===== config.mk =====
export PLATFORM = sky130hd
export DESIGN_NAME = tai_thermal_alarm_i2c_slave
export DESIGN_NICKNAME = d
export VERILOG_FILES = /design/src/tai_pkg.sv /design/src/tai_pin_sync.sv /design/src/tai_thermal_alarm_i2c_slave.sv
export SDC_FILE = /design/constraint.sdc
export NUM_CORES = 1
export LEC_CHECK = 0
export ABC_AREA = 1
export BUFFER_PORTS_ARGS = -buffer_cell sky130_fd_sc_hd__buf_2
export CELL_PAD_IN_SITES_DETAIL_PLACEMENT = 1
export CELL_PAD_IN_SITES_GLOBAL_PLACEMENT = 1
export CORE_ASPECT_RATIO = 1.25
export CORE_UTILIZATION = 51
export CTS_CLUSTER_DIAMETER = 60
export CTS_CLUSTER_SIZE = 40
export DETAILED_ROUTE_END_ITERATION = 6
export PLACE_DENSITY = 0.9
export SETUP_SLACK_MARGIN = 0.2
export SLEW_MARGIN = 15
export SYNTH_ARGS = -nofsm -noshare
export SYNTH_HDL_FRONTEND = slang
export SYNTH_HIERARCHICAL = 1
export SYNTH_SLANG_ARGS = --single-unit

===== constraint.sdc =====
create_clock -name clk -period 7.49 [get_ports clk]
set_input_delay 1.498 -clock clk [delete_from_list [all_inputs] [get_ports clk]]
set_output_delay 1.498 -clock clk [all_outputs]
set_load 0.02 [all_outputs]

===== src/tai_pkg.sv =====
// constants shared by the thermal alarm i2c slave
package tai_pkg;
    // seven-bit slave address: group 1001, device 000
    localparam logic [6:0] SLAVE_ADDR = 7'h48;
    // register offsets
    localparam logic [7:0] A_TEMP  = 8'h00;
    localparam logic [7:0] A_MASK1 = 8'h05;
    localparam logic [7:0] A_MASK2 = 8'h06;
    localparam logic [7:0] A_FLAG1 = 8'h07;
    localparam logic [7:0] A_FLAG2 = 8'h08;
    localparam logic [7:0] A_CFG   = 8'h0C;
    localparam logic [7:0] A_HOT   = 8'h0D;
    localparam logic [7:0] A_COOL  = 8'h0E;
    localparam logic [7:0] A_PIN   = 8'h11;
    // reset values
    localparam logic [7:0] RST_MASK1 = 8'h74;
    localparam logic [7:0] RST_MASK2 = 8'hFB;
    localparam logic [7:0] RST_HOT   = 8'h32;
    localparam logic [7:0] RST_COOL  = 8'h2D;
    localparam logic [1:0] RST_FQSEL = 2'h0;
    // bits of irq_flags_one and irq_mask_one
    localparam int B_HOT   = 2;
    localparam int B_COOL  = 3;
    localparam int B_BOOST = 4;
    localparam int B_LOCK  = 5;
    localparam int B_TRIP  = 6;
    // bits of irq_flags_two and irq_mask_two
    localparam int B_INV = 0;
    localparam int B_EOC = 2;
    // bits of sensor_cfg_reg
    localparam int B_TRIG  = 7;
    localparam int B_CEND  = 5;
    localparam int B_FQ    = 3;
    localparam int B_FQCLR = 2;
    // bit of the pinned read register
    localparam int B_PIN = 0;
    // clamp limits of the result, -10 and 85 degrees
    localparam logic [7:0] TEMP_MIN = 8'hF6;
    localparam logic [7:0] TEMP_MAX = 8'h55;
    // consecutive reading counts for selector values 0..3
    localparam logic [2:0] FQ_N0 = 3'h1;
    localparam logic [2:0] FQ_N1 = 3'h2;
    localparam logic [2:0] FQ_N2 = 3'h4;
    localparam logic [2:0] FQ_N3 = 3'h6;
    // timing
    localparam int CLK_MHZ     = 200;
    localparam int TICK_US     = 1;
    localparam int TICK_CYCLES = TICK_US * CLK_MHZ;
    localparam int REASSERT_US = 32;
    localparam int AUTO_S      = 60;
    localparam int AUTO_US     = AUTO_S * 1000000;
    // link state machine
    typedef enum logic [3:0] {
        ST_IDLE, ST_ADDR, ST_AACK, ST_SUB, ST_SACK,
        ST_WR, ST_WACK, ST_RD, ST_RACK
    } tai_state_t;
endpackage


===== src/tai_pin_sync.sv =====
// three-flop synchroniser with agreement filter for pin inputs
`timescale 1ns/100ps
module tai_pin_sync #(
    parameter int W = 6
) (
    // clock and reset
    input  wire logic         clk,
    input  wire logic         reset,
    // raw pins and filtered levels
    input  wire logic [W-1:0] d,
    output logic      [W-1:0] q
);
    logic [W-1:0] s1_q;
    logic [W-1:0] s2_q;
    logic [W-1:0] s3_q;

    // a level counts only once stages two and three agree, so one-cycle spikes die here
    for (genvar i = 0; i < W; i++) begin : g_bit
        always_ff @(posedge clk or posedge reset) begin
            if (reset) begin
                s1_q[i] <= 1'b1;
                s2_q[i] <= 1'b1;
                s3_q[i] <= 1'b1;
                q[i]    <= 1'b1;
            end else begin
                s1_q[i] <= d[i];
                s2_q[i] <= s1_q[i];
                s3_q[i] <= s2_q[i];
                if (s2_q[i] == s3_q[i]) begin
                    q[i] <= s3_q[i];
                end
            end
        end
    end
endmodule // tai_pin_sync


===== src/tai_thermal_alarm_i2c_slave.sv =====
// thermal alarm compare, fault queue and i2c slave register access
// Functional notes
// - result above hot limit sets flag, interrupt
// - hot mask zero suppresses hot interrupt
// - after hot, below cool gives cool interrupt
// - after hot: hot again, cool, or done
// - hot needs 1, 2, 4 or 6 readings
// - queue clears below limit or on write
// - autonomous variant converts every 60 seconds
// - pinned read returns result, no increment
// - writes work normally whatever pinned bit
// - autonomous variant re-enables rails without clearing
// - slave up to 400 kbit/s, auto-increment
// - slave address 1001 000
// - start and stop seen while clock high
// - matching address acknowledged, subaddress follows
// - every byte acknowledged, address then advances
// - reading flags clears; persisting fault reasserts
// - masks gate only the interrupt pin
// - result clamped to -10 .. 85 degrees
// - conversion end clears trigger, sets done flag
`timescale 1ns/100ps
module tai_thermal_alarm_i2c_slave #(
    parameter int AUTONOMOUS     = 1,
    parameter int AUTO_PERIOD_US = tai_pkg::AUTO_US
) (
    // clock and reset
    input  wire logic       clk,
    input  wire logic       reset,
    // i2c link pins
    input  wire logic       scl_i,
    input  wire logic       sda_i,
    output logic            sda_o,
    output logic            sda_oe,
    // open-drain interrupt pin
    output logic            irq_out_n,
    output logic            irq_oe,
    // converter handshake
    output logic            conv_start,
    input  wire logic       conv_done,
    input  wire logic [7:0] conv_data,
    // fault conditions and rail permission
    input  wire logic       thermal_trip,
    input  wire logic       boost_low_fault,
    input  wire logic       inverter_low_fault,
    input  wire logic       input_low_lockout,
    output logic            rails_reenable_ok,
    // status
    output logic            hot_alarm_flag
);
    import tai_pkg::*;

    localparam int AW = $clog2(AUTO_PERIOD_US + 1);

    logic [5:0]  pins_s;
    logic        scl_s, sda_s, scl_p_q, sda_p_q;
    logic [3:0]  flt_s, flt_p_q;
    tai_state_t  st_q, st_d;
    logic [3:0]  cnt_q, cnt_d;
    logic [7:0]  sh_q, sh_d, tx_q, tx_d, ptr_q, ptr_d;
    logic        rw_q, rw_d, oe_q, oe_d, wr_stb, rd_load;
    logic [7:0]  mask1_q, mask2_q, hot_q, cool_q, flag1_q, flag2_q, temp_q;
    logic        pin_q, trig_q, busy_q, hot_mode_q, auto_due_q, start_q;
    logic [1:0]  fq_sel_q;
    logic [2:0]  fq_cnt_q;
    logic [7:0]  tick_cnt_q;
    logic [AW-1:0] auto_cnt_q;
    logic        irq_q, irq_n_q, rails_q;

    // pins pass the three-flop filter before any edge is looked at
    tai_pin_sync #(.W(6)) u_sync (
        .clk   (clk),
        .reset (reset),
        .d     ({input_low_lockout, inverter_low_fault, boost_low_fault,
                 thermal_trip, sda_i, scl_i}),
        .q     (pins_s)
    );

    // link events; a few cycles of latency is nothing against 2.5 us bits
    wire scl_rise = scl_s & ~scl_p_q;
    wire scl_fall = ~scl_s & scl_p_q;
    wire start_c  = scl_s & scl_p_q & sda_p_q & ~sda_s;
    wire stop_c   = scl_s & scl_p_q & ~sda_p_q & sda_s;
    assign scl_s = pins_s[0];
    assign sda_s = pins_s[1];
    assign flt_s = pins_s[5:2];

    // register write decode, the pinned bit plays no part here
    wire wr_mask1 = wr_stb && ptr_q == A_MASK1;
    wire wr_mask2 = wr_stb && ptr_q == A_MASK2;
    wire wr_cfg   = wr_stb && ptr_q == A_CFG;
    wire wr_hot   = wr_stb && ptr_q == A_HOT;
    wire wr_cool  = wr_stb && ptr_q == A_COOL;
    wire wr_pin   = wr_stb && ptr_q == A_PIN;
    wire fq_clr   = wr_cfg && sh_q[B_FQCLR];

    // read selection; a pinned pointer always serves the result
    wire [7:0] cfg_rd = {trig_q, 1'b0, ~busy_q, fq_sel_q, 3'h0};
    wire [7:0] reg_rd = (ptr_q == A_TEMP)  ? temp_q  :
                        (ptr_q == A_MASK1) ? mask1_q :
                        (ptr_q == A_MASK2) ? mask2_q :
                        (ptr_q == A_FLAG1) ? flag1_q :
                        (ptr_q == A_FLAG2) ? flag2_q :
                        (ptr_q == A_CFG)   ? cfg_rd  :
                        (ptr_q == A_HOT)   ? hot_q   :
                        (ptr_q == A_COOL)  ? cool_q  :
                        (ptr_q == A_PIN)   ? {7'h00, pin_q} : 8'h00;
    wire [7:0] rd_byte = pin_q ? temp_q : reg_rd;
    wire rd_clr1 = rd_load && !pin_q && ptr_q == A_FLAG1;
    wire rd_clr2 = rd_load && !pin_q && ptr_q == A_FLAG2;

    // converter result, clamp and compare
    wire       res_vld = conv_done & busy_q;
    wire [7:0] tc = ($signed(conv_data) < $signed(TEMP_MIN)) ? TEMP_MIN :
                    ($signed(conv_data) > $signed(TEMP_MAX)) ? TEMP_MAX : conv_data;
    wire       above = $signed(tc) > $signed(hot_q);
    wire       below = $signed(tc) < $signed(cool_q);
    wire [2:0] need  = (fq_sel_q == 2'h0) ? FQ_N0 : (fq_sel_q == 2'h1) ? FQ_N1 :
                       (fq_sel_q == 2'h2) ? FQ_N2 : FQ_N3;
    wire [2:0] fq_inc = (fq_cnt_q == 3'h7) ? 3'h7 : fq_cnt_q + 3'h1;
    wire       meet   = above && fq_inc >= need;
    wire       hot_ev  = res_vld && meet;
    wire       cool_ev = res_vld && hot_mode_q && below;

    // converter kick: host trigger or the periodic timer, one at a time
    wire tick     = tick_cnt_q == 8'(TICK_CYCLES - 1);
    wire auto_hit = AUTONOMOUS != 0 && tick && auto_cnt_q == AW'(AUTO_PERIOD_US - 1);
    wire go_conv  = !busy_q && (trig_q || auto_due_q);

    // flags: edges set at once, a standing fault again on every tick
    wire [3:0] flt_ev = flt_s & (~flt_p_q | {4{tick}});
    wire [7:0] set1 = (8'(hot_ev) << B_HOT) | (8'(cool_ev) << B_COOL) |
                      (8'(flt_ev[0]) << B_TRIP) | (8'(flt_ev[1]) << B_BOOST) |
                      (8'(flt_ev[3]) << B_LOCK);
    wire [7:0] set2 = (8'(res_vld) << B_EOC) | (8'(flt_ev[2]) << B_INV);
    wire       pend = |(flag1_q & mask1_q) || |(flag2_q & mask2_q);
    wire       flt_flag = flag1_q[B_TRIP] | flag1_q[B_BOOST] | flag1_q[B_LOCK] |
                          flag2_q[B_INV];
    wire       rails_d = !(|flt_s) && (AUTONOMOUS != 0 || !flt_flag);

    // slave state machine; data sampled on scl rise, driven after scl fall
    always_comb begin
        st_d = st_q;
        cnt_d = cnt_q;
        sh_d = sh_q;
        tx_d = tx_q;
        oe_d = oe_q;
        ptr_d = ptr_q;
        rw_d = rw_q;
        wr_stb = 1'b0;
        rd_load = 1'b0;
        if (start_c) begin
            st_d = ST_ADDR;
            cnt_d = 4'h0;
            oe_d = 1'b0;
        end else if (stop_c) begin
            st_d = ST_IDLE;
            oe_d = 1'b0;
        end else begin
            case (st_q)
                ST_ADDR, ST_SUB, ST_WR: begin
                    if (scl_rise) begin
                        sh_d = {sh_q[6:0], sda_s};
                        cnt_d = cnt_q + 4'h1;
                    end else if (scl_fall && cnt_q == 4'h8) begin
                        cnt_d = 4'h0;
                        oe_d = 1'b1;
                        if (st_q == ST_ADDR) begin
                            rw_d = sh_q[0];
                            st_d = ST_AACK;
                            if (sh_q[7:1] != SLAVE_ADDR) begin
                                st_d = ST_IDLE;
                                oe_d = 1'b0;
                            end
                        end else if (st_q == ST_SUB) begin
                            ptr_d = sh_q;
                            st_d = ST_SACK;
                        end else begin
                            wr_stb = 1'b1;
                            ptr_d = ptr_q + 8'h01;
                            st_d = ST_WACK;
                        end
                    end
                end
                ST_AACK, ST_SACK, ST_WACK: begin
                    if (scl_fall) begin
                        oe_d = 1'b0;
                        st_d = (st_q == ST_AACK) ? ST_SUB : ST_WR;
                        rd_load = (st_q == ST_AACK) && rw_q;
                    end
                end
                ST_RD: begin
                    if (scl_fall && cnt_q == 4'h7) begin
                        oe_d = 1'b0;
                        cnt_d = 4'h0;
                        st_d = ST_RACK;
                    end else if (scl_fall) begin
                        tx_d = {tx_q[6:0], 1'b0};
                        oe_d = ~tx_q[6];
                        cnt_d = cnt_q + 4'h1;
                    end
                end
                ST_RACK: begin
                    if (scl_rise) begin
                        sh_d = {7'h00, sda_s}; // master acknowledge, low means more
                    end else if (scl_fall) begin
                        st_d = ST_IDLE;
                        rd_load = !sh_q[0];
                    end
                end
                default: ;
            endcase
        end
        // reads advance the pointer only when it is not pinned
        if (rd_load) begin
            st_d = ST_RD;
            tx_d = rd_byte;
            oe_d = ~rd_byte[7];
            cnt_d = 4'h0;
            ptr_d = pin_q ? ptr_q : ptr_q + 8'h01;
        end
    end

    // link registers
    always_ff @(posedge clk or posedge reset) begin
        if (reset) begin
            st_q <= ST_IDLE;
            cnt_q <= 4'h0;
            sh_q <= 8'h00;
            tx_q <= 8'h00;
            oe_q <= 1'b0;
            ptr_q <= 8'h00;
            rw_q <= 1'b0;
            scl_p_q <= 1'b1;
            sda_p_q <= 1'b1;
            flt_p_q <= 4'hF; // filter leaves reset high; avoids a false fault edge
        end else begin
            st_q <= st_d;
            cnt_q <= cnt_d;
            sh_q <= sh_d;
            tx_q <= tx_d;
            oe_q <= oe_d;
            ptr_q <= ptr_d;
            rw_q <= rw_d;
            scl_p_q <= scl_s;
            sda_p_q <= sda_s;
            flt_p_q <= flt_s;
        end
    end

    // host-written registers
    always_ff @(posedge clk or posedge reset) begin
        if (reset) begin
            mask1_q <= RST_MASK1;
            mask2_q <= RST_MASK2;
            hot_q <= RST_HOT;
            cool_q <= RST_COOL;
            pin_q <= 1'b0;
            fq_sel_q <= RST_FQSEL;
        end else begin
            if (wr_mask1) mask1_q <= sh_q;
            if (wr_mask2) mask2_q <= sh_q;
            if (wr_hot) hot_q <= sh_q;
            if (wr_cool) cool_q <= sh_q;
            if (wr_pin) pin_q <= sh_q[B_PIN];
            if (wr_cfg) fq_sel_q <= sh_q[B_FQ+1:B_FQ];
        end
    end

    // conversion control; a host write of the trigger beats the hardware clear
    always_ff @(posedge clk or posedge reset) begin
        if (reset) begin
            trig_q <= 1'b0;
            busy_q <= 1'b0;
            start_q <= 1'b0;
            auto_due_q <= 1'b0;
            tick_cnt_q <= 8'h00;
            auto_cnt_q <= '0;
        end else begin
            tick_cnt_q <= tick ? 8'h00 : tick_cnt_q + 8'h01;
            if (tick) auto_cnt_q <= auto_hit ? '0 : auto_cnt_q + AW'(1);
            auto_due_q <= auto_hit || (auto_due_q && !go_conv);
            start_q <= go_conv;
            busy_q <= go_conv || (busy_q && !conv_done);
            if (wr_cfg) trig_q <= sh_q[B_TRIG];
            else if (res_vld) trig_q <= 1'b0;
        end
    end

    // alarm state, fault queue, result and flags; set beats read clear
    always_ff @(posedge clk or posedge reset) begin
        if (reset) begin
            temp_q <= 8'h00;
            hot_mode_q <= 1'b0;
            fq_cnt_q <= 3'h0;
            flag1_q <= 8'h00;
            flag2_q <= 8'h00;
            irq_q <= 1'b0;
            irq_n_q <= 1'b1;
            rails_q <= 1'b0;
        end else begin
            if (res_vld) temp_q <= tc;
            if (hot_ev) hot_mode_q <= 1'b1;
            else if (cool_ev) hot_mode_q <= 1'b0;
            if (fq_clr) fq_cnt_q <= 3'h0;
            else if (res_vld) fq_cnt_q <= above ? fq_inc : 3'h0;
            flag1_q <= (rd_clr1 ? 8'h00 : flag1_q) | set1;
            flag2_q <= (rd_clr2 ? 8'h00 : flag2_q) | set2;
            irq_q <= pend;
            irq_n_q <= !pend; // pin level from its own flop
            rails_q <= rails_d;
        end
    end

    assign sda_o = 1'b0;
    assign sda_oe = oe_q;
    assign irq_out_n = irq_n_q;
    assign irq_oe = irq_q;
    assign conv_start = start_q;
    assign rails_reenable_ok = rails_q;
    assign hot_alarm_flag = flag1_q[B_HOT];
endmodule // tai_thermal_alarm_i2c_slave


==> PnR_summary.wiki, run 1 <==
{| class="wikitable"
! Metric !! Value
|-
| Data required time at the worst endpoint || a little under 8000 ps
|-
| Most common cell after layout, fill and taps aside || sky130_fd_sc_hd__nand2_1
|-
| Mean instance size in the synthesized netlist || 8.29 sq um
|-
| Average vias per placed instance || 5.59
|-
| Library cells used by synthesis || ~50
|-
| Total negative slack for setup checks || 0 ps
|-
| Mean routed wirelength per cell || 17.8 um
|-
| Port buffer count || 22
|-
| Signal arrival time at the worst endpoint || 3770 ps
|-
| Number of global-route vias before repair || between 7000 and 8000
|-
| Fin crit period || 3400 ps
|-
| H-tree levels || 4
|-
| # IOs || 24
|-
| Cell at the root of the clock tree || sky130_fd_sc_hd__clkbuf_16
|-
| Placed instance area || 8590 sq um
|-
| Warning count from the yosys run || 6
|-
| Part of the power in combinational logic || 22.3%
|-
| Internal portion of total power || roughly 1.5 mW
|-
| Setup repair bufs after CTS || 0
|-
| Flip-flop cell with the highest count after synthesis || sky130_fd_sc_hd__dfrtp_1
|-
| Net count after synthesis || 1045
|-
| Length of routed met3 wiring || around 800 um
|-
| Clock latency at the later pin of the worst-skew pair || 440 ps
|-
| Reg with most FFs || auto_cnt_q
|-
| Overall track demand over capacity in global routing || 28.9%
|-
| Area occupied by multi-input gates || roughly 3600 sq um
|-
| Clock Sinks || 158
|-
| Initial Utilization || 52.7%
|-
| Net count reported at finish || around 1100
|-
| Cts repair resizes || 0
|-
| Clock group share of total power || 34.8%
|-
| Worst slew margin relative to its limit || 31.9%
|-
| Startpoint Class || input pin
|-
| Clock buffers created by TritonCTS || 17
|-
| Commonest cells after routing, fill and taps aside || sky130_fd_sc_hd__nand2_1, sky130_fd_sc_hd__inv_1, sky130_fd_sc_hd__dfrtp_1
|-
| Layout cells sized above 1 || 14.8%
|-
| Pin count of the biggest net entering global routing || 77
|-
| Routed length on met1 || 9080 um
|-
| Post-synth top area cell || sky130_fd_sc_hd__dfrtp_1
|-
| Flip-flop and latch count after synthesis || 158
|-
| Number of instances in the synthesized netlist || 1001
|-
| CP endpoint kind || flip-flop
|-
| Die Outline Area || 16800 sq um
|-
| # rows || 51
|-
| Uppermost layer routed || met4
|-
| Net Switching || 0.830 mW
|-
| Post-route cell area || 9140 sq um
|-
| Count of unresolved DRC violations after routing || 0
|-
| Worst setup path class || input pin to flip-flop
|-
| Synth async-reset ratio || 100%
|-
| Core utilization of the finished layout || 58.0%
|-
| Worst hold path class || flip-flop to flip-flop
|-
| Total routed wirelength || 22300 um
|-
| Number of violations of the max-capacitance limit || 0
|-
| Setup repair after global routing missed its margin || no
|-
| Number of buffers on the longest clock path || 2
|-
| Least-Margin Pin Slew || 1020 ps
|-
| Fmax || 0.294 GHz
|-
| DRC violation total after the first TritonRoute iteration || approximately 420
|-
| Share of total power in sequential cells || a little over two fifths
|-
| Number of synthesized flops with an enable pin || 0
|-
| TritonCTS clock tree || built
|-
| Die Y-Extent || 145 um
|-
| Worst-case vdd ir drop || 0.201 mV
|-
| Number of optimization iterations in the first detailed-route pass || 5
|-
| Net Sw Frac || 35.0%
|-
| Post-synthesis to final-layout area growth || 10.1%
|-
| Final Hold Viols || 0
|-
| Number of pins with negative max-slew slack in the final report || 0
|-
| Total gr overflow || 0
|-
| Total inserted antenna cells || 0
|-
| Synthesized cell area || about 8300 sq um
|-
| Largest fanout on the critical path || 7
|-
| Global-route wire length before repair || 36700 um
|-
| Width of the die || 116 um
|-
| Placed wire-length estimate after detailed placement || 16400 um
|-
| Core Box Area || 15800 sq um
|-
| Sequential share of the synthesized area || just under 50%
|-
| Run status || completed
|-
| Final worst path period share || 45.4%
|-
| Share of the synthesized area in the top cell type || approximately a third
|-
| P per Cell Area || around 260 nW/um^2
|-
| Worst setup skew after layout || ~11 ps
|-
| Number of antenna violations at the first check in global routing || 0
|-
| Routed length on met2 || 11500 um
|-
| Post-route ant nets || 0
|-
| Most area-consuming cells after synthesis || sky130_fd_sc_hd__dfrtp_1, sky130_fd_sc_hd__dfstp_2, sky130_fd_sc_hd__nand2_1
|-
| Fillcell total || 1951
|-
| Total of endpoints with negative setup slack in the final report || 0
|-
| Total via count in the routed design || roughly 7000
|-
| Quantity of hold-fixing buffers added after cts || 0
|-
| Weighted congestion reported at the end of routability-driven placement || 0.907
|-
| CTS clock-pin slew for the worst setup and hold paths || ~70 ps
|-
| LEAKAGE || 4.14 nW
|-
| Flip-flop count of the largest register, all copies and words added || 26
|-
| Flip-flop and latch area || 4020 sq um
|}
[kinds of logic (layout without fill, tap and decap cells)]
logic type                 after synthesis  in the layout  share of synthesized area, %
other                                    1              1                        0.0452
buffers and inverters                  171            211                          8.32
AOI/OAI and AO/OA                      198            198                          13.7
adders and majority gates               27             27                          4.07
and+or+nand+nor                        429            429                          23.7
DFF                                    158            158                          48.4
xor gates and xnor gates                17             17                          1.79
[metal layers]
layer | global-route usage, % | up-vias
met5 | 0 | -
met4 | 14.9 | 0
met3 | 6.62 | 71
met2 | 50.7 | 130
met1 | 32.8 | 3466
li1 | - | 3338
[power groups by stage]
stage                     logic (mW)  clock network, mW  registers (mW)
after global placement         0.502                  0            1.03
after CTS                      0.532              0.838            1.02
after detailed placement       0.525                  0            1.03
after global routing           0.599              0.872            1.03
after floorplan                0.389                  0            1.01
final                          0.529              0.827            1.02
[Yosys cell counts, drive strengths merged, types with 2 or more instances]
| cell | n |
|---|---|
| nand2 | 236 |
| inv | 154 |
| dfrtp | 109 |
| o21ai | 99 |
| nor2 | 90 |
| a21oi | 52 |
| dfstp | 49 |
| nand3 | 38 |
| nor3 | 32 |
| ha | 27 |
| nand4 | 18 |
| o211ai | 17 |
| xor2 | 15 |
| nor4 | 13 |
| o22ai | 10 |
| buf | 9 |
| a31oi | 6 |
| clkbuf | 6 |
| a22o | 3 |
| clkinv | 2 |
| o21a | 2 |
| o21bai | 2 |
| xnor2 | 2 |
[critical path, cell delays in order]
cell and delay (ps):
sky130_fd_sc_hd__buf_2 90, sky130_fd_sc_hd__nand2_1 50, sky130_fd_sc_hd__nand2_1 50, sky130_fd_sc_hd__nand2_1 70, sky130_fd_sc_hd__o21ai_1 390, sky130_fd_sc_hd__nand2_1 190, sky130_fd_sc_hd__ha_1 340, sky130_fd_sc_hd__inv_1 70
sky130_fd_sc_hd__nor2_1 30, sky130_fd_sc_hd__o21ai_0 140, sky130_fd_sc_hd__a21oi_1 80, sky130_fd_sc_hd__o21ai_0 150, sky130_fd_sc_hd__nand2_1 90, sky130_fd_sc_hd__xor2_1 150, sky130_fd_sc_hd__inv_1 90, sky130_fd_sc_hd__nand2_1 50
sky130_fd_sc_hd__nor2_1 120, sky130_fd_sc_hd__nand2_1 70, sky130_fd_sc_hd__nand2_1 70
[cell type report]
| type | count | area share, % |
|---|---|---|
| multi-input combinational | 672 | 39.4 |
| inverter | 156 | 6.48 |
| timing repair buffer | 23 | 1.29 |
| clock inverter | 14 | 1.36 |
| sequential | 158 | 43.9 |
| clock buffer | 18 | 4.70 |
| tap | 212 | 2.90 |
[stage by stage]
step	total power [mW]	hold slack, ps	instances	worst slack [ps]
6_report	2.37	353	1253	4090
5_1_grt	2.50	358	1253	3770
3_3_place_gp	1.53	346	1221	3780
3_5_place_dp	1.56	347	1221	3630
2_1_floorplan	1.40	345	1001	2450
4_1_cts	2.39	357	1253	4070
[path summary, 6_finish.rpt]
path | to | cells past startpoint | slack (ps) | start
min reg2reg | u_sync/s2_q[5] | 0 | 350 | u_sync/s1_q[5]
min | u_sync/s2_q[5] | 0 | 350 | u_sync/s1_q[5]
max reg2reg | tx_q[6] | 10 | 4760 | ptr_q[0]
max | fq_cnt_q[0] | 19 | 4090 | conv_data[1]
min in group asynchronous | rails_reenable_ok | 2 | 1190 | reset
max in group asynchronous | fq_cnt_q[2] | 3 | 5050 | reset
Note: power is estimated with default switching activity, not from simulation.
==> run 2: changes to the inputs <==
--- a/config.mk
+++ b/config.mk
@@ -5,16 +5,16 @@
 export SDC_FILE = /design/constraint.sdc
 export NUM_CORES = 1
 export LEC_CHECK = 0
-export ABC_AREA = 1
+export ABC_AREA = 0
 export BUFFER_PORTS_ARGS = -buffer_cell sky130_fd_sc_hd__buf_2
 export CELL_PAD_IN_SITES_DETAIL_PLACEMENT = 1
 export CELL_PAD_IN_SITES_GLOBAL_PLACEMENT = 1
 export CORE_ASPECT_RATIO = 1.25
-export CORE_UTILIZATION = 51
+export CORE_UTILIZATION = 50
 export CTS_CLUSTER_DIAMETER = 60
 export CTS_CLUSTER_SIZE = 40
 export DETAILED_ROUTE_END_ITERATION = 6
-export PLACE_DENSITY = 0.9
+export PLACE_DENSITY = 0.85
 export SETUP_SLACK_MARGIN = 0.2
 export SLEW_MARGIN = 15
 export SYNTH_ARGS = -nofsm -noshare
==> constraint.sdc (replaced) <==
create_clock -name clk -period 3.3 [get_ports clk]
set_input_delay 0.66 -clock clk [delete_from_list [all_inputs] [get_ports clk]]
set_output_delay 0.66 -clock clk [all_outputs]
set_load 0.02 [all_outputs]
==> run 2 against run 1 <==
Net effect: sequential share of layout area increased by 0.62 points; clock power grew 130%; global-route usage grew 0.46 points; synthesized cell count fell by 21%; core utilization shrank 0.57 points; non-clock buffer count is 11 higher; sequential power up 150%; via count is 8.7% lower; register-to-register slack worse by 4400 ps; cell count is 17% lower; critical path depth decreased by 13; wire length increased by 1.6%.
==> PnR_summary.wiki, run 2 <==
{| class="wikitable"
! Metric !! Value
|-
| Setup repair after global routing missed its margin || no
|-
| Share of the synthesized area in the top cell type || 33.8%
|-
| Met3 track utilization from global routing || 4.78%
|-
| Fillcell total || 1784
|-
| Number of global-route vias before repair || just under 7000
|-
| CP endpoint kind || flip-flop
|-
| Fmax || 0.338 GHz
|-
| Clock buffers created by TritonCTS || 17
|-
| Total gr overflow || 0
|-
| Worst setup path class || flip-flop to flip-flop
|-
| Clock latency at the later pin of the worst-skew pair || 440 ps
|-
| Global-route wire length before repair || 36400 um
|-
| Worst slew margin relative to its limit || 44.9%
|-
| Flip-flop cell with the highest count after synthesis || sky130_fd_sc_hd__dfrtp_1
|-
| R2R cell count || 6
|-
| Flip-flop count of the largest register, all copies and words added || 26
|-
| Layout cells sized above 1 || 20.8%
|-
| Count of unresolved DRC violations after routing || 0
|-
| Quantity of hold-fixing buffers added after cts || 0
|-
| Number of violations of the max-capacitance limit || 0
|-
| Layer with the highest usage after global routing || met2
|-
| Worst flop-to-flop path endpoint || auto_cnt_q[17]
|-
| Die Outline Area || 16700 sq um
|-
| Post-synthesis to final-layout area growth || 11.6%
|-
| Sequential share of the synthesized area || 49.7%
|-
| Signal arrival time at the worst endpoint || 3280 ps
|-
| R2R setup slack || 340 ps
|-
| Total of endpoints with negative setup slack in the final report || 0
|-
| CTS clock-pin slew for the worst setup and hold paths || ~60 ps
|-
| Number of instances in the synthesized netlist || 791
|-
| Synth async-reset ratio || 100%
|-
| TritonCTS clock tree || built
|-
| Number of pins with negative max-slew slack in the final report || 0
|-
| Weighted congestion reported at the end of routability-driven placement || around 0.90
|-
| LEAKAGE || 3.88 nW
|-
| Commonest cells in the synthesized netlist || sky130_fd_sc_hd__dfrtp_1, sky130_fd_sc_hd__nand2_1, sky130_fd_sc_hd__nor2_1, sky130_fd_sc_hd__dfstp_2, sky130_fd_sc_hd__a21oi_1
|-
| Startpoint Class || flip-flop
|-
| Mean instance size in the synthesized netlist || slightly above 10 sq um
|-
| Cell with the most instances after synthesis || sky130_fd_sc_hd__dfrtp_1
|-
| Final instance count without filler cells || between 1000 and 1500
|-
| Placed cell count || around 1000
|-
| Synthesized cell area || 8080 sq um
|-
| Setup repair bufs after CTS || 0
|-
| Total inserted antenna cells || 0
|-
| Initial Utilization || around 51%
|-
| Average vias per placed instance || 6.15
|-
| Overall track demand over capacity in global routing || 29.4%
|-
| Cell type of the slowest stage on the worst timing path || sky130_fd_sc_hd__nor4_4
|-
| Worst hold slack || 304 ps
|-
| Worst-case vdd ir drop || approximately 0.48 mV
|-
| Reg with most FFs || auto_cnt_q
|-
| Most common cell after layout, fill and taps aside || sky130_fd_sc_hd__dfrtp_1
|-
| Die Y-Extent || 144 um
|-
| Post-synth top area cell || sky130_fd_sc_hd__dfrtp_1
|-
| Worst hold path class || input pin to async pin
|-
| Cell at the root of the clock tree || sky130_fd_sc_hd__clkbuf_16
|-
| Core utilization of the finished layout || 57.4%
|-
| Clock Sinks || about 160
|-
| # rows || between 50 and 60
|-
| Run status || completed
|-
| M2 GR Usage || 53.0%
|-
| Width of the die || 116 um
|-
| Number of antenna violations at the first check in global routing || 0
|-
| P per Cell Area || 639 nW/um^2
|-
| Port buffer count || 22
|-
| Pin count of the biggest net entering global routing || 47
|-
| Commonest cells after routing, fill and taps aside || sky130_fd_sc_hd__dfrtp_1, sky130_fd_sc_hd__nand2_1, sky130_fd_sc_hd__nor2_1
|-
| Data required time at the worst endpoint || 3620 ps
|-
| Post-route ant nets || 0
|-
| Most area-consuming cells after synthesis || sky130_fd_sc_hd__dfrtp_1, sky130_fd_sc_hd__dfstp_2, sky130_fd_sc_hd__mux2_2
|-
| Mean routed wirelength per cell || about 22 um
|-
| Largest fanout on the critical path || 9
|-
| Worst setup skew after layout || 6.78 ps
|-
| Met1 Track Usage GR || 32.5%
|-
| Number of buffers on the longest clock path || 2
|-
| Warning count from the yosys run || 6
|-
| Number of optimization iterations in the first detailed-route pass || 5
|-
| Core Box Area || 15700 sq um
|-
| Least-Margin Pin Slew || about 830 ps
|-
| Crit path largest cell delay || 610 ps
|-
| H-tree levels || 4
|-
| DRC violation total after the first TritonRoute iteration || 336
|-
| Final Hold Viols || 0
|-
| Worst setup path startpoint || auto_cnt_q[13]
|-
| Flip-flop and latch count after synthesis || approximately 160
|-
| Library cells used by synthesis || 68
|-
| Beginning of the worst register-to-register path || auto_cnt_q[13]
|-
| Fin crit period || 2960 ps
|-
| Total negative slack for setup checks || 0 ps
|-
| Placed wire-length estimate after detailed placement || 16400 um
|-
| Crit-path cells || or4b_1 -> or3_1 -> or4_4 -> nor4_4 -> buf_4 -> a21oi_1
|-
| Placed instance area || 8450 sq um
|-
| Total routed wirelength || 22700 um
|-
| Total via count in the routed design || 6394
|-
| Final worst path period share || 89.8%
|-
| Post-route cell area || 9010 sq um
|-
| Cts repair resizes || 0
|-
| Net count after synthesis || 835
|-
| # IOs || 24
|-
| Net count reported at finish || about 860
|-
| Number of synthesized flops with an enable pin || 0
|}
-- run 2: cell types whose count changed after synthesis, moves of 19 or more --
cell	previous run	this run
sky130_fd_sc_hd__nand2_1	225	74
sky130_fd_sc_hd__mux2_2	0	42
sky130_fd_sc_hd__inv_1	148	42
sky130_fd_sc_hd__o21ai_1	38	3
sky130_fd_sc_hd__clkbuf_1	6	26
sky130_fd_sc_hd__nor2_1	81	62
-- run 2: routing by layer --
| layer | wire length (um) | vias up |
|---|---|---|
| met1 | 8830 | 3257 |
| met5 | 0 | - |
| met4 | 979 | 0 |
| met3 | 801 | 67 |
| li1 | - | 2890 |
| met2 | 12100 | 180 |
-- run 2: worst max path at each step --
stage / end / slack, ps / depth (start not counted)
CTS: auto_cnt_q[15] / 380 / 6
global placement: fq_cnt_q[1] / 440 / 11
finish: auto_cnt_q[17] / 340 / 6
floorplan: fq_cnt_q[1] / 840 / 12
detailed placement: fq_cnt_q[1] / 240 / 11
global route: auto_cnt_q[17] / 260 / 6
-- run 2: where the power goes --
group | internal (mW) | leakage (nW) | switching, mW
Combinational | 0.555 | 1.66 | 0.791
Clock | 1.09 | 0.277 | 0.787
Sequential | 2.17 | 1.94 | 0.358
Total | 3.82 | 3.88 | 1.94
-- run 2: final cells by class --
class | count | area (sq um) | share of cell area, %
clock buffer | 24 | 514 | 5.71
clock inverter | 8 | 53.8 | 0.597
inverter | 42 | 161 | 1.79
tap | 212 | 265 | 2.94
multi-input combinational | 561 | 3780 | 41.9
timing repair buffer | 34 | 225 | 2.50
sequential | 158 | 4020 | 44.5
-- run 2: metrics by stage --
step / worst slack [ps] / total power, mW
final: 338 / 5.76
after CTS: 378 / 5.78
after detailed placement: 245 / 3.87
after global routing: 259 / 6.01
after floorplan: 843 / 3.40
after global placement: 438 / 3.74
-- run 2: critical path, delay by kind of cell (launching register included) --
| kind | cells | cell delay, ps |
|---|---|---|
| buf+inv | 1 | 270 |
| compound gates | 1 | 50 |
| simple gates | 4 | 2100 |
| flops | 1 | 420 |
-- run 2: cell families (layout without fill, tap and decap cells) --
| family | after synthesis | count (layout) | synth area share (%) |
|---|---|---|---|
| simple gates | 274 | 274 | 17.6 |
| compound gates | 176 | 176 | 14.4 |
| flops | 158 | 158 | 49.7 |
| buf+inv | 72 | 108 | 3.49 |
| mux | 49 | 49 | 6.72 |
| fa+ha+maj | 33 | 33 | 5.02 |
| xor+xnor | 28 | 28 | 3.04 |
| other cells | 1 | 1 | 0.0464 |
